File: src/logic/bgr_defines.svh
`ifndef BGR_DEFINES_SVH
`define BGR_DEFINES_SVH

`define BGR_OFS_EXP_ID 13'h0000
`define BGR_OFS_EXP_LAMP 13'h0002
`define BGR_OFS_SLOT_IDS_LO 16'h0000
`define BGR_OFS_SLOT_IDS_HI 16'h1000
`define BGR_OFS_SLOT_LAMPS 16'h2000
`define BGR_OFS_FABRIC 16'h3000
`define BGR_OFS_GLUE_VER 8'h00
`define BGR_OFS_CACHE_CTL 8'h01
`define BGR_EXP_ABSENT 8'hff
`define BGR_CARD_ABSENT 4'hf
`define BGR_LAMP_RST 8'h00
`define BGR_CACHE_RST 4'h0
`define BGR_FIELD_MASK_LAMP 8'h03
`define BGR_FIELD_MASK_CACHE 8'h0f
`define BGR_CACHE_REFILL_BIT 0
`define BGR_CACHE_WIPE_BIT 1
`define BGR_CACHE_DRAIN_BIT 2
`define BGR_CACHE_BYPASS_BIT 3

`endif

File: src/logic/bgr_pkg.sv
package bgr_pkg;
    typedef struct packed {
        logic [3:0] slot0;
        logic [3:0] slot1;
        logic [3:0] slot2;
        logic [3:0] slot3;
    } bgr_card_ids_t;

    typedef struct packed {
        logic refill_block_n;
        logic directory_wipe_n;
        logic drain_n;
        logic force_bypass_n;
    } bgr_cache_ctl_t;

    typedef enum logic [1:0] {
        BGR_LAMP_OFF = 2'h0,
        BGR_LAMP_RED = 2'h1,
        BGR_LAMP_GREEN = 2'h2,
        BGR_LAMP_OFF2 = 2'h3
    } bgr_lamp_t;
endpackage

File: src/logic/bgr_lamp_drv.sv
`timescale 1ns/10ps
// decodes one two-bit lamp code into registered red and green drives
module bgr_lamp_drv (
    input wire logic CLK_SYS,
    input wire logic RST_B,
    input wire logic [1:0] code,
    output logic red,
    output logic green
);
    wire logic red_d;
    wire logic green_d;

    assign red_d = (code == bgr_pkg::BGR_LAMP_RED);
    assign green_d = (code == bgr_pkg::BGR_LAMP_GREEN);

    always_ff @(posedge CLK_SYS or negedge RST_B) begin
        if (!RST_B) begin
            red <= 1'b0;
            green <= 1'b0;
        end else begin
            red <= red_d;
            green <= green_d;
        end
    end
endmodule

File: src/logic/bgr_glue_regs.sv
`timescale 1ns/10ps
`include "bgr_defines.svh"

// Function
// expansion window offset 0x00 reads module identifier, 0xFF when absent.
// expansion offset 0x02 bits 1:0 lamp code: 00/11 off, 01 red, 10 green.
// peripheral 0x0000 gives slot1 low, slot0 high; 0x1000 slot3 low, slot2 high.
// software treats card id 0xE as extended and reads slot offset 0.
// a slot with no card reports identifier 0xF.
// peripheral 0x2000 holds four lamp fields, slot3 lowest to slot0 highest.
// peripheral 0x3000 is reserved, reads zero, ignores writes.
// glue offset 0x00 reads the eight-bit version number.
// glue offset 0x01 drives four active-low cache controls directly.
// bit 0 resets to 0; while 0 refills are blocked.
// bit 1 resets to 0; while 0 the cache directory is wiped.
// bit 2 resets to 0; while 0 the cache is drained.
// bit 3 resets to 0; while 0 every cache access misses.
// software prepares the processor before enabling the cache.
// unused cache control and expansion lamp bits read 0, ignore writes.
// byte registers answer only under their window select, low address picks.
module bgr_glue_regs #(
    parameter logic [7:0] GLUE_VERSION = 8'h01 // arbitrary value
) (
    input wire logic CLK_SYS,
    input wire logic RST_B,
    input wire logic EXPANSION_WINDOW_SELECT_N,
    input wire logic PERIPHERAL_WINDOW_SELECT_N,
    input wire logic GLUE_WINDOW_SELECT_N,
    input wire logic RD_N,
    input wire logic WR_N,
    input wire logic [15:0] ADDR,
    input wire logic [7:0] WDATA,
    output logic [7:0] RDATA,
    output logic RDATA_OE,
    input wire logic EXP_MODULE_PRESENT_N,
    input wire logic [7:0] EXP_MODULE_ID,
    input wire logic [3:0] CARD_PRESENT_N,
    input wire logic [15:0] CARD_IDS,
    output logic EXP_LAMP_RED,
    output logic EXP_LAMP_GREEN,
    output logic [3:0] SLOT_LAMP_RED,
    output logic [3:0] SLOT_LAMP_GREEN,
    output logic CACHE_REFILL_BLOCK_OUT_N,
    output logic CACHE_DIRECTORY_WIPE_OUT_N,
    output logic CACHE_DRAIN_OUT_N,
    output logic CACHE_FORCE_BYPASS_OUT_N
);
    // all bus pins come from the processor clock domain at board level, but the
    // pins are still synchronised; the bus must hold strobes for three clocks
    logic [2:0] sel_s1_q;
    logic [2:0] sel_s2_q;
    logic [1:0] str_s1_q;
    logic [1:0] str_s2_q;
    logic wr_seen_q;
    logic [15:0] addr_s1_q;
    logic [15:0] addr_s2_q;
    logic [7:0] wdat_s1_q;
    logic [7:0] wdat_s2_q;
    logic [8:0] exp_s1_q;
    logic [8:0] exp_s2_q;
    logic [19:0] card_s1_q;
    logic [19:0] card_s2_q;
    logic [1:0] exp_lamp_q;
    logic [7:0] slot_lamp_q;
    logic [3:0] cache_q;
    logic [7:0] rdata_q;
    logic rd_oe_q;

    bgr_pkg::bgr_card_ids_t ids;
    bgr_pkg::bgr_cache_ctl_t cache_out;

    function automatic logic [3:0] card_id(input logic absent_n, input logic [3:0] id);
        card_id = absent_n ? `BGR_CARD_ABSENT : id;
    endfunction

    function automatic logic [1:0] wdata_lamp(input logic [7:0] d);
        wdata_lamp = d[1:0] & 2'(`BGR_FIELD_MASK_LAMP);
    endfunction

    // selects reset inactive so no access is seen while reset releases
    always_ff @(posedge CLK_SYS or negedge RST_B) begin
        if (!RST_B) begin
            sel_s1_q <= 3'h7;
            sel_s2_q <= 3'h7;
        end else begin
            sel_s1_q <= {GLUE_WINDOW_SELECT_N, PERIPHERAL_WINDOW_SELECT_N,
                         EXPANSION_WINDOW_SELECT_N};
            sel_s2_q <= sel_s1_q;
        end
    end

    // strobes reset high, the idle level of the pins
    always_ff @(posedge CLK_SYS or negedge RST_B) begin
        if (!RST_B) begin
            str_s1_q <= 2'h3;
            str_s2_q <= 2'h3;
        end else begin
            str_s1_q <= {WR_N, RD_N};
            str_s2_q <= str_s1_q;
        end
    end

    // address is a multi-bit crossing; safe only because the bus holds it
    // stable for longer than the strobe path takes
    always_ff @(posedge CLK_SYS or negedge RST_B) begin
        if (!RST_B) begin
            addr_s1_q <= 16'h0000;
            addr_s2_q <= 16'h0000;
        end else begin
            addr_s1_q <= ADDR;
            addr_s2_q <= addr_s1_q;
        end
    end

    // write data rides with the address under the same hold rule
    always_ff @(posedge CLK_SYS or negedge RST_B) begin
        if (!RST_B) begin
            wdat_s1_q <= 8'h00;
            wdat_s2_q <= 8'h00;
        end else begin
            wdat_s1_q <= WDATA;
            wdat_s2_q <= wdat_s1_q;
        end
    end

    // expansion module presence and id; reset reads as absent
    always_ff @(posedge CLK_SYS or negedge RST_B) begin
        if (!RST_B) begin
            exp_s1_q <= 9'h1ff;
            exp_s2_q <= 9'h1ff;
        end else begin
            exp_s1_q <= {EXP_MODULE_PRESENT_N, EXP_MODULE_ID};
            exp_s2_q <= exp_s1_q;
        end
    end

    // slot presence and ids; a card plugged mid-read may show a mixed id once
    always_ff @(posedge CLK_SYS or negedge RST_B) begin
        if (!RST_B) begin
            card_s1_q <= 20'hfffff;
            card_s2_q <= 20'hfffff;
        end else begin
            card_s1_q <= {CARD_PRESENT_N, CARD_IDS};
            card_s2_q <= card_s1_q;
        end
    end

    wire logic exp_sel = !sel_s2_q[0];
    wire logic per_sel = !sel_s2_q[1];
    wire logic glue_sel = !sel_s2_q[2];
    wire logic rd_act = !str_s2_q[0];
    wire logic wr_act = !str_s2_q[1];
    // one write per strobe, so a long low strobe does not rewrite
    wire logic wr_pulse = wr_act && !wr_seen_q;

    wire logic hit_exp_id = exp_sel && (addr_s2_q[12:0] == `BGR_OFS_EXP_ID);
    wire logic hit_exp_lamp = exp_sel && (addr_s2_q[12:0] == `BGR_OFS_EXP_LAMP);
    wire logic hit_ids_lo = per_sel && (addr_s2_q == `BGR_OFS_SLOT_IDS_LO);
    wire logic hit_ids_hi = per_sel && (addr_s2_q == `BGR_OFS_SLOT_IDS_HI);
    wire logic hit_slamps = per_sel && (addr_s2_q == `BGR_OFS_SLOT_LAMPS);
    wire logic hit_fabric = per_sel && (addr_s2_q == `BGR_OFS_FABRIC);
    wire logic hit_ver = glue_sel && (addr_s2_q[7:0] == `BGR_OFS_GLUE_VER);
    wire logic hit_cache = glue_sel && (addr_s2_q[7:0] == `BGR_OFS_CACHE_CTL);

    assign ids.slot0 = card_id(card_s2_q[16], card_s2_q[3:0]);
    assign ids.slot1 = card_id(card_s2_q[17], card_s2_q[7:4]);
    assign ids.slot2 = card_id(card_s2_q[18], card_s2_q[11:8]);
    assign ids.slot3 = card_id(card_s2_q[19], card_s2_q[15:12]);
    // id 0xE passes through unchanged; software fetches the long form
    wire logic [7:0] exp_id = exp_s2_q[8] ? `BGR_EXP_ABSENT : exp_s2_q[7:0];

    logic [7:0] rd_mux;
    always_comb begin
        rd_mux = 8'h00;
        if (hit_exp_id) begin
            rd_mux = exp_id;
        end else if (hit_exp_lamp) begin
            rd_mux = {6'h00, exp_lamp_q};
        end else if (hit_ids_lo) begin
            rd_mux = {ids.slot0, ids.slot1};
        end else if (hit_ids_hi) begin
            rd_mux = {ids.slot2, ids.slot3};
        end else if (hit_slamps) begin
            rd_mux = slot_lamp_q;
        end else if (hit_fabric) begin
            rd_mux = 8'h00;
        end else if (hit_ver) begin
            rd_mux = GLUE_VERSION;
        end else if (hit_cache) begin
            rd_mux = {4'h0, cache_q};
        end
    end

    wire logic any_sel = exp_sel || per_sel || glue_sel;

    // a read cycle only; write data must never show on the read bus
    wire logic rd_cycle = rd_act && !wr_act;
    wire logic [7:0] rdata_d = rd_cycle ? rd_mux : 8'h00;
    wire logic rd_oe_d = rd_cycle && any_sel;

    always_ff @(posedge CLK_SYS or negedge RST_B) begin
        if (!RST_B) begin
            wr_seen_q <= 1'b0;
        end else begin
            wr_seen_q <= wr_act;
        end
    end

    always_ff @(posedge CLK_SYS or negedge RST_B) begin
        if (!RST_B) begin
            exp_lamp_q <= 2'(`BGR_LAMP_RST);
        end else if (wr_pulse && hit_exp_lamp) begin
            exp_lamp_q <= wdata_lamp(wdat_s2_q);
        end
    end

    always_ff @(posedge CLK_SYS or negedge RST_B) begin
        if (!RST_B) begin
            slot_lamp_q <= `BGR_LAMP_RST;
        end else if (wr_pulse && hit_slamps) begin
            slot_lamp_q <= wdat_s2_q;
        end
    end

    // cache comes up with every control asserted, so it stays off until set up
    always_ff @(posedge CLK_SYS or negedge RST_B) begin
        if (!RST_B) begin
            cache_q <= `BGR_CACHE_RST;
        end else if (wr_pulse && hit_cache) begin
            cache_q <= wdat_s2_q[3:0];
        end
    end

    always_ff @(posedge CLK_SYS or negedge RST_B) begin
        if (!RST_B) begin
            rdata_q <= 8'h00;
        end else begin
            rdata_q <= rdata_d;
        end
    end

    always_ff @(posedge CLK_SYS or negedge RST_B) begin
        if (!RST_B) begin
            rd_oe_q <= 1'b0;
        end else begin
            rd_oe_q <= rd_oe_d;
        end
    end

    assign RDATA = rdata_q;
    assign RDATA_OE = rd_oe_q;

    assign cache_out.refill_block_n = cache_q[`BGR_CACHE_REFILL_BIT];
    assign cache_out.directory_wipe_n = cache_q[`BGR_CACHE_WIPE_BIT];
    assign cache_out.drain_n = cache_q[`BGR_CACHE_DRAIN_BIT];
    assign cache_out.force_bypass_n = cache_q[`BGR_CACHE_BYPASS_BIT];
    assign CACHE_REFILL_BLOCK_OUT_N = cache_out.refill_block_n;
    assign CACHE_DIRECTORY_WIPE_OUT_N = cache_out.directory_wipe_n;
    assign CACHE_DRAIN_OUT_N = cache_out.drain_n;
    assign CACHE_FORCE_BYPASS_OUT_N = cache_out.force_bypass_n;

    bgr_lamp_drv u_exp_lamp (
        .CLK_SYS(CLK_SYS),
        .RST_B(RST_B),
        .code(exp_lamp_q),
        .red(EXP_LAMP_RED),
        .green(EXP_LAMP_GREEN)
    );

    genvar g;
    generate
        for (g = 0; g < 4; g = g + 1) begin : g_slot
            // slot 3 sits in bits 1:0, so field index is 3 - slot
            bgr_lamp_drv u_lamp (
                .CLK_SYS(CLK_SYS),
                .RST_B(RST_B),
                .code(slot_lamp_q[2*(3-g) +: 2]),
                .red(SLOT_LAMP_RED[g]),
                .green(SLOT_LAMP_GREEN[g])
            );
        end
    endgenerate
endmodule

File: config.mk
export PLATFORM = sky130hd
export DESIGN_NAME = bgr_glue_regs
export DESIGN_NICKNAME = d
export VERILOG_FILES = /design/src/logic/bgr_pkg.sv /design/src/logic/bgr_lamp_drv.sv /design/src/logic/bgr_glue_regs.sv
export VERILOG_INCLUDE_DIRS = /design/src /design/src/logic
export SDC_FILE = /design/constraint.sdc
export NUM_CORES = 1
export LEC_CHECK = 0
export BUFFER_PORTS_ARGS = -buffer_cell sky130_fd_sc_hd__buf_2
export CORE_MARGIN = 5
export CORE_UTILIZATION = 55
export DETAILED_ROUTE_END_ITERATION = 10
export HOLD_SLACK_MARGIN = 0.05
export PLACE_DENSITY = 0.79
export SYNTH_ARGS = -nofsm -noshare
export SYNTH_HDL_FRONTEND = slang
export SYNTH_SLANG_ARGS = --single-unit
File: constraint.sdc
create_clock -name CLK_SYS -period 5.5 [get_ports CLK_SYS]
set_clock_uncertainty 0.15 [all_clocks]
set_input_delay 1.375 -clock CLK_SYS [delete_from_list [all_inputs] [get_ports CLK_SYS]]
set_output_delay 1.375 -clock CLK_SYS [all_outputs]
set_load 0.005 [all_outputs]
# Word-level counts from Yosys, hierarchy flattened
# Index checks and enable logic that the tools add are counted.
# Widths: inputs -> output; s select.
# totals
input_bits	60
output_inout_bits	23
reg_bits	150
elab_cells	82
# classes
muxes	14
n_reduce_logical	25
eq_ne	15
# ops
op	count
$mux 8	7
$eq 16x14->1 const B	2
$mux 4	7
$eq 16x13->1 const B	1
$logic_not 16->1	1
$logic_and 1x1->1	14
$eq 13x2->1 const B	1
$logic_not 13->1	1
$eq 2x1->1 const B	5
$eq 2x2->1 const B	5
$eq 8x1->1 const B	1
$logic_not 8->1	1
$logic_not 1->1	6
$logic_or 1x1->1	2

# Logic depth before layout (Yosys ltp)
# depth
ltp_word	11
ltp_mapped	6
ltp_nobuf	5

# Cells and area by module
# From an unflattened synthesis, not the netlist that was laid out.
# hier_totals
cells_unflattened	272
hier_area_um2	4692.0
# by_module_without_submodules
module	area_each_um2	cells_each	seq_area_each_um2	n_inst
bgr_glue_regs	4366.7	252	3588.4	1
bgr_lamp_drv	65.1	4	50.0	5

# Worst setup path before layout
# Ideal clock, no wire load.
# synth_path
path_kind	flip-flop to flip-flop
start	register addr_s2_q[9]
end	register rdata_q[4], in the netlist RDATA[4]
setup_slack_ns	3.049
setup_time_ns	0.136
period_less_slack_ns	2.451
t_required_ns	5.214
arrival_ns	2.165
n_path_buf	1
path_stages_with_launch	7
cell_sequence	dfrtp_1 > or4_4 > or4_4 > or3_1 > clkbuf_2 > o31ai_1 > a21oi_1
# synth_via
elab_chain_len	8
word_cells_on_any_way	16
cone_classes	3 x eq/ne; 6 x mux; 7 x reduce/logical
# synth_rtl
element	line_no	text
start: declaration	bgr_glue_regs.sv:56	logic [15:0] addr_s2_q;
start signal: assignment	bgr_glue_regs.sv:111	addr_s2_q <= addr_s1_q;
$eq 16x14->1 (no source line)	-	
$logic_and 1x1->1	bgr_glue_regs.sv:160	wire logic hit_slamps = per_sel && (addr_s2_q == `BGR_OFS_SLOT_LAMPS);
$mux 8	bgr_glue_regs.sv:183	end else if (hit_slamps) begin
$mux 8	bgr_glue_regs.sv:181	end else if (hit_ids_hi) begin
$mux 8	bgr_glue_regs.sv:179	end else if (hit_ids_lo) begin
$mux 8	bgr_glue_regs.sv:177	end else if (hit_exp_lamp) begin
$mux 8 *	bgr_glue_regs.sv:175	if (hit_exp_id) begin
$mux 8 *	bgr_glue_regs.sv:198	wire logic [7:0] rdata_d = rd_cycle ? rd_mux : 8'h00;
net rdata_d[4]	bgr_glue_regs.sv:198	
end signal: assignment	bgr_glue_regs.sv:238	rdata_q <= rdata_d;
end: declaration	bgr_glue_regs.sv:66	logic [7:0] rdata_q;
# Mark *: on every way through the listed nets, which the timed path passes. The rest lies on a longest branch.
# A chain may end at the register's enable or synchronous reset.

# Worst setup path after layout
# layout_path
start	register addr_s2_q[3]
end	register rdata_q[3], in the netlist RDATA[3]
# layout_via
elab_chain_len	11
word_cells_on_any_way	25
cone_classes	5 x eq/ne; 9 x mux; 11 x reduce/logical
# layout_rtl
element	line_no	text
$eq 8x1->1 (no source line)	-	
$logic_and 1x1->1	bgr_glue_regs.sv:163	wire logic hit_cache = glue_sel && (addr_s2_q[7:0] == `BGR_OFS_CACHE_CTL);
$mux 4	bgr_glue_regs.sv:189	end else if (hit_cache) begin
$mux 4	bgr_glue_regs.sv:187	end else if (hit_ver) begin
$mux 4	bgr_glue_regs.sv:185	end else if (hit_fabric) begin
$mux 8	bgr_glue_regs.sv:183	
$mux 8	bgr_glue_regs.sv:181	
$mux 8	bgr_glue_regs.sv:179	
$mux 8	bgr_glue_regs.sv:177	
$mux 8 *	bgr_glue_regs.sv:175	
$mux 8 *	bgr_glue_regs.sv:198	
net rdata_d[3]	bgr_glue_regs.sv:198	
# Marked as above.

==> impl_metrics.csv <==
group,metric,value,unit
yosys,synth_top_area_frac,0.430,
power,clkPwrFrac,0.464,
run,maxCapViolCount,0,
sta,finalSetupViolations,0,
sta,setup_tns,0,ns
clocking,clock_sinks,150,
worst_setup_path,critPathMaxFanout,4,
yosys,synth_nets,351,
layout,final_util,0.677,
placement,gp_congestion,0.886,
worst_hold_path,hp-class,"reg2reg",
worst_setup_path,crit_path_end_kind,"flop",
worst_setup_path,reg2reg_setup_slack,2.81,ns
die,die_area,0.0106,mm^2
placement,port_buffers,82,
routing,routed_via_density,5.20,
clocking,ctsHoldBuffers,0,
yosys,ys_seq_elements,150,
routing,routedWlPerCell,17.3,um
power,p_per_area,401,mW/mm^2
yosys,synth_top_flop_cell,"dfrtp_1",
sta,worst_slew_pin_slew,0.936,ns
die,fp.coreArea,0.00859,mm^2
routing,drt_first_iter_violations,142,
global_route,grt_max_degree,115,
yosys,ys_warn_count,0,
routing,drc,0,
global_route,gr-total-overflow,0,
clocking,cts-root-buf,"clkbuf_8",
layout,syn2layout_area_growth,22.1,%
yosys,synth_most_common_cell,"dfrtp_1",
routing,wl_met2,4390,um
yosys,post_synth_instance_area,0.00477,mm^2
yosys,ys_top_cells_by_count,"dfrtp_1, dfstp_2, mux2_2, nor2b_1, nor2_1",
routing,drtPass1Iterations,4,
worst_setup_path,worst_ep_arrival_time,2.93,ns
clocking,cts_resized,0,
sta,slew_violations,0,
clocking,post_cts_buffers,0,
power,power_leakage,2.68,nW
yosys,synth-edff-count,0,
worst_setup_path,cp_slowest_cell,"nor4b_1",
worst_setup_path,r2r_end,"RDATA[3]",
worst_setup_path,path_cells,"or4_1 -> nor4b_1 -> o2bb2ai_1 -> o211ai_1 -> a211oi_1",
routing,top_layer,"met4",
clocking,worst_skew_pair.late_latency,0.52,ns
die,initial_core_util,0.555,
die,die_h,103,um
routing,wl_met1,3490,um
routing,num_vias,2601,
yosys,yosys-top-cells-area,"dfrtp_1, dfstp_2, mux2_2",
routing,postRouteAntennaNets,0,
placement,hpwl,5660,um
worst_setup_path,endpoint,"RDATA[3]",
power,combPwrFrac,0.025,
layout,fin_nets,439,
die,die_x,103,um
clocking,cts_buffer_depth,2,
yosys,synthArstFlopShare,1.00,
clocking,cts_tree,"done",
clocking,h-tree-depth,4,
clocking,path_clk_slew,0.06,ns
global_route,antenna_found_initial,0,
power,p_sw_frac,0.215,
sta,rsz0062_at_grt,"false",
power,p_int,1.83,mW
sta,finalHoldViolations,0,
worst_setup_path,crit_path_start_kind,"flop",
yosys,synth.largest_area_cell,"dfrtp_1",
global_route,grt_first_pass_wirelength,13900,um
global_route,grt_pass1_vias,2741,
yosys,post_synth.cell_area_avg,16.4,um^2
yosys,syn_inst,291,
routing,wl,8670,um
global_route,grt_use_total,0.182,
power,vdd_ir_drop_max,0.224,mV
power,p_switching,0.502,mW
sta,slew_headroom,0.376,
routing,routed-wl-met3,549,um
sta,clock.fmax,371,MHz
die,ioPinCount,83,
worst_setup_path,critPathKind,"reg2reg",
run_status,status,"completed",
yosys,yosysSeqAreaShare,0.805,
power,p_seq_frac,0.511,
worst_setup_path,reg2regPathDepth,5,
sta,post-route-period-util,0.490,
worst_setup_path,slowest_delay,0.74,ns
die,rows,34,
layout,fill_cells,597,
layout,drive_gt1_frac,0.518,
yosys,synth_cell_types,40,
layout,diodes,0,
clocking,cts_made_buffers,17,
sta,min_period,2.69,ns
worst_setup_path,r2r-start,"addr_s2_q[3]",
worst_setup_path,cp-startpoint,"addr_s2_q[3]",
worst_setup_path,cp.required,5.73,ns
[power groups by stage]
stage          Clock (mW)  Sequential [mW]  Combinational, mW
6_report             1.08             1.19             0.0586
5_1_grt              1.16             1.20             0.0674
4_1_cts              1.10             1.19             0.0605
3_5_place_dp            0             1.21             0.0599
3_3_place_gp            0             1.21             0.0576
2_1_floorplan           0             1.20             0.0162
[worst min path at each step]
stage                             start             to  slack, ns  depth (start not counted)
after CTS                  wdat_s1_q[7]   wdat_s2_q[7]       0.20                          0
final                      wdat_s1_q[7]   wdat_s2_q[7]       0.19                          0
after global placement     wdat_s1_q[7]   wdat_s2_q[7]       0.18                          0
after global routing      card_s1_q[16]  card_s2_q[16]       0.21                          0
after floorplan            addr_s1_q[0]   addr_s2_q[0]       0.18                          0
after detailed placement   addr_s1_q[6]   addr_s2_q[6]       0.18                          0
[flip-flops by register name, indices dropped and copies added, names as in the netlist, 4 cells and up]
signal	count
addr_s2_q	16
cache_q	4
RDATA	8
wdat_s1_q	8
exp_s2_q	9
slot_lamp_q	8
card_s2_q	20
addr_s1_q	16
g_slot.u_lamp.red	4
g_slot.u_lamp.green	4
card_s1_q	20
wdat_s2_q	8
exp_s1_q	9
[layout by cell type (no fill, tap or decap), types with 8 or more instances in the layout]
| master | count |
|---|---|
| nor2b_1 | 14 |
| a21oi_1 | 9 |
| dfrtp_1 | 82 |
| o21ai_0 | 8 |
| dfstp_2 | 68 |
| clkbuf_16 | 18 |
| mux2_2 | 14 |
| buf_2 | 81 |
| nor2_1 | 13 |
[metal layers]
layer	vias to the layer above	track usage
li1	1182	-
met4	0	0.0986
met2	96	0.289
met1	1302	0.228
met3	21	0.0521
met5	-	0
[worst max-delay path, delay by kind of cell (launching register included)]
family             cells  cell delay, ns
and+or+nand+nor        2            1.37
AOI/OAI and AO/OA      3            0.65
DFF                    1            0.39
[cell families after synthesis]
logic type      after synthesis  synth area share
flops                       150             0.805
simple gates                 65            0.0811
compound gates               44            0.0603
buf+inv                      18            0.0207
mux                          14            0.0331
[final cells by class]
type	count	area, um^2	area share
clock buffers	21	492	0.0845
clock inverters	11	85.1	0.0146
inverters	4	15.0	0.00258
multi-input cells	123	832	0.143
flip-flops and latches	150	3840	0.659
well taps	108	135	0.0232
repair buffers	83	424	0.0729
[through the flow]
| stage | hold slack (ns) | total power, mW | setup WS, ns | cells | instance area [um^2] |
|---|---|---|---|---|---|
| 6_report | 0.194 | 2.33 | 2.81 | 500 | 5820 |
| 4_1_cts | 0.195 | 2.35 | 2.85 | 500 | 5820 |
| 5_1_grt | 0.206 | 2.42 | 2.65 | 500 | 5820 |
| 3_3_place_gp | 0.184 | 1.26 | 2.79 | 468 | 5250 |
| 3_5_place_dp | 0.185 | 1.27 | 2.73 | 468 | 5250 |
| 2_1_floorplan | 0.181 | 1.21 | 3.05 | 291 | 4770 |
Power figures use the tool's default switching activity.
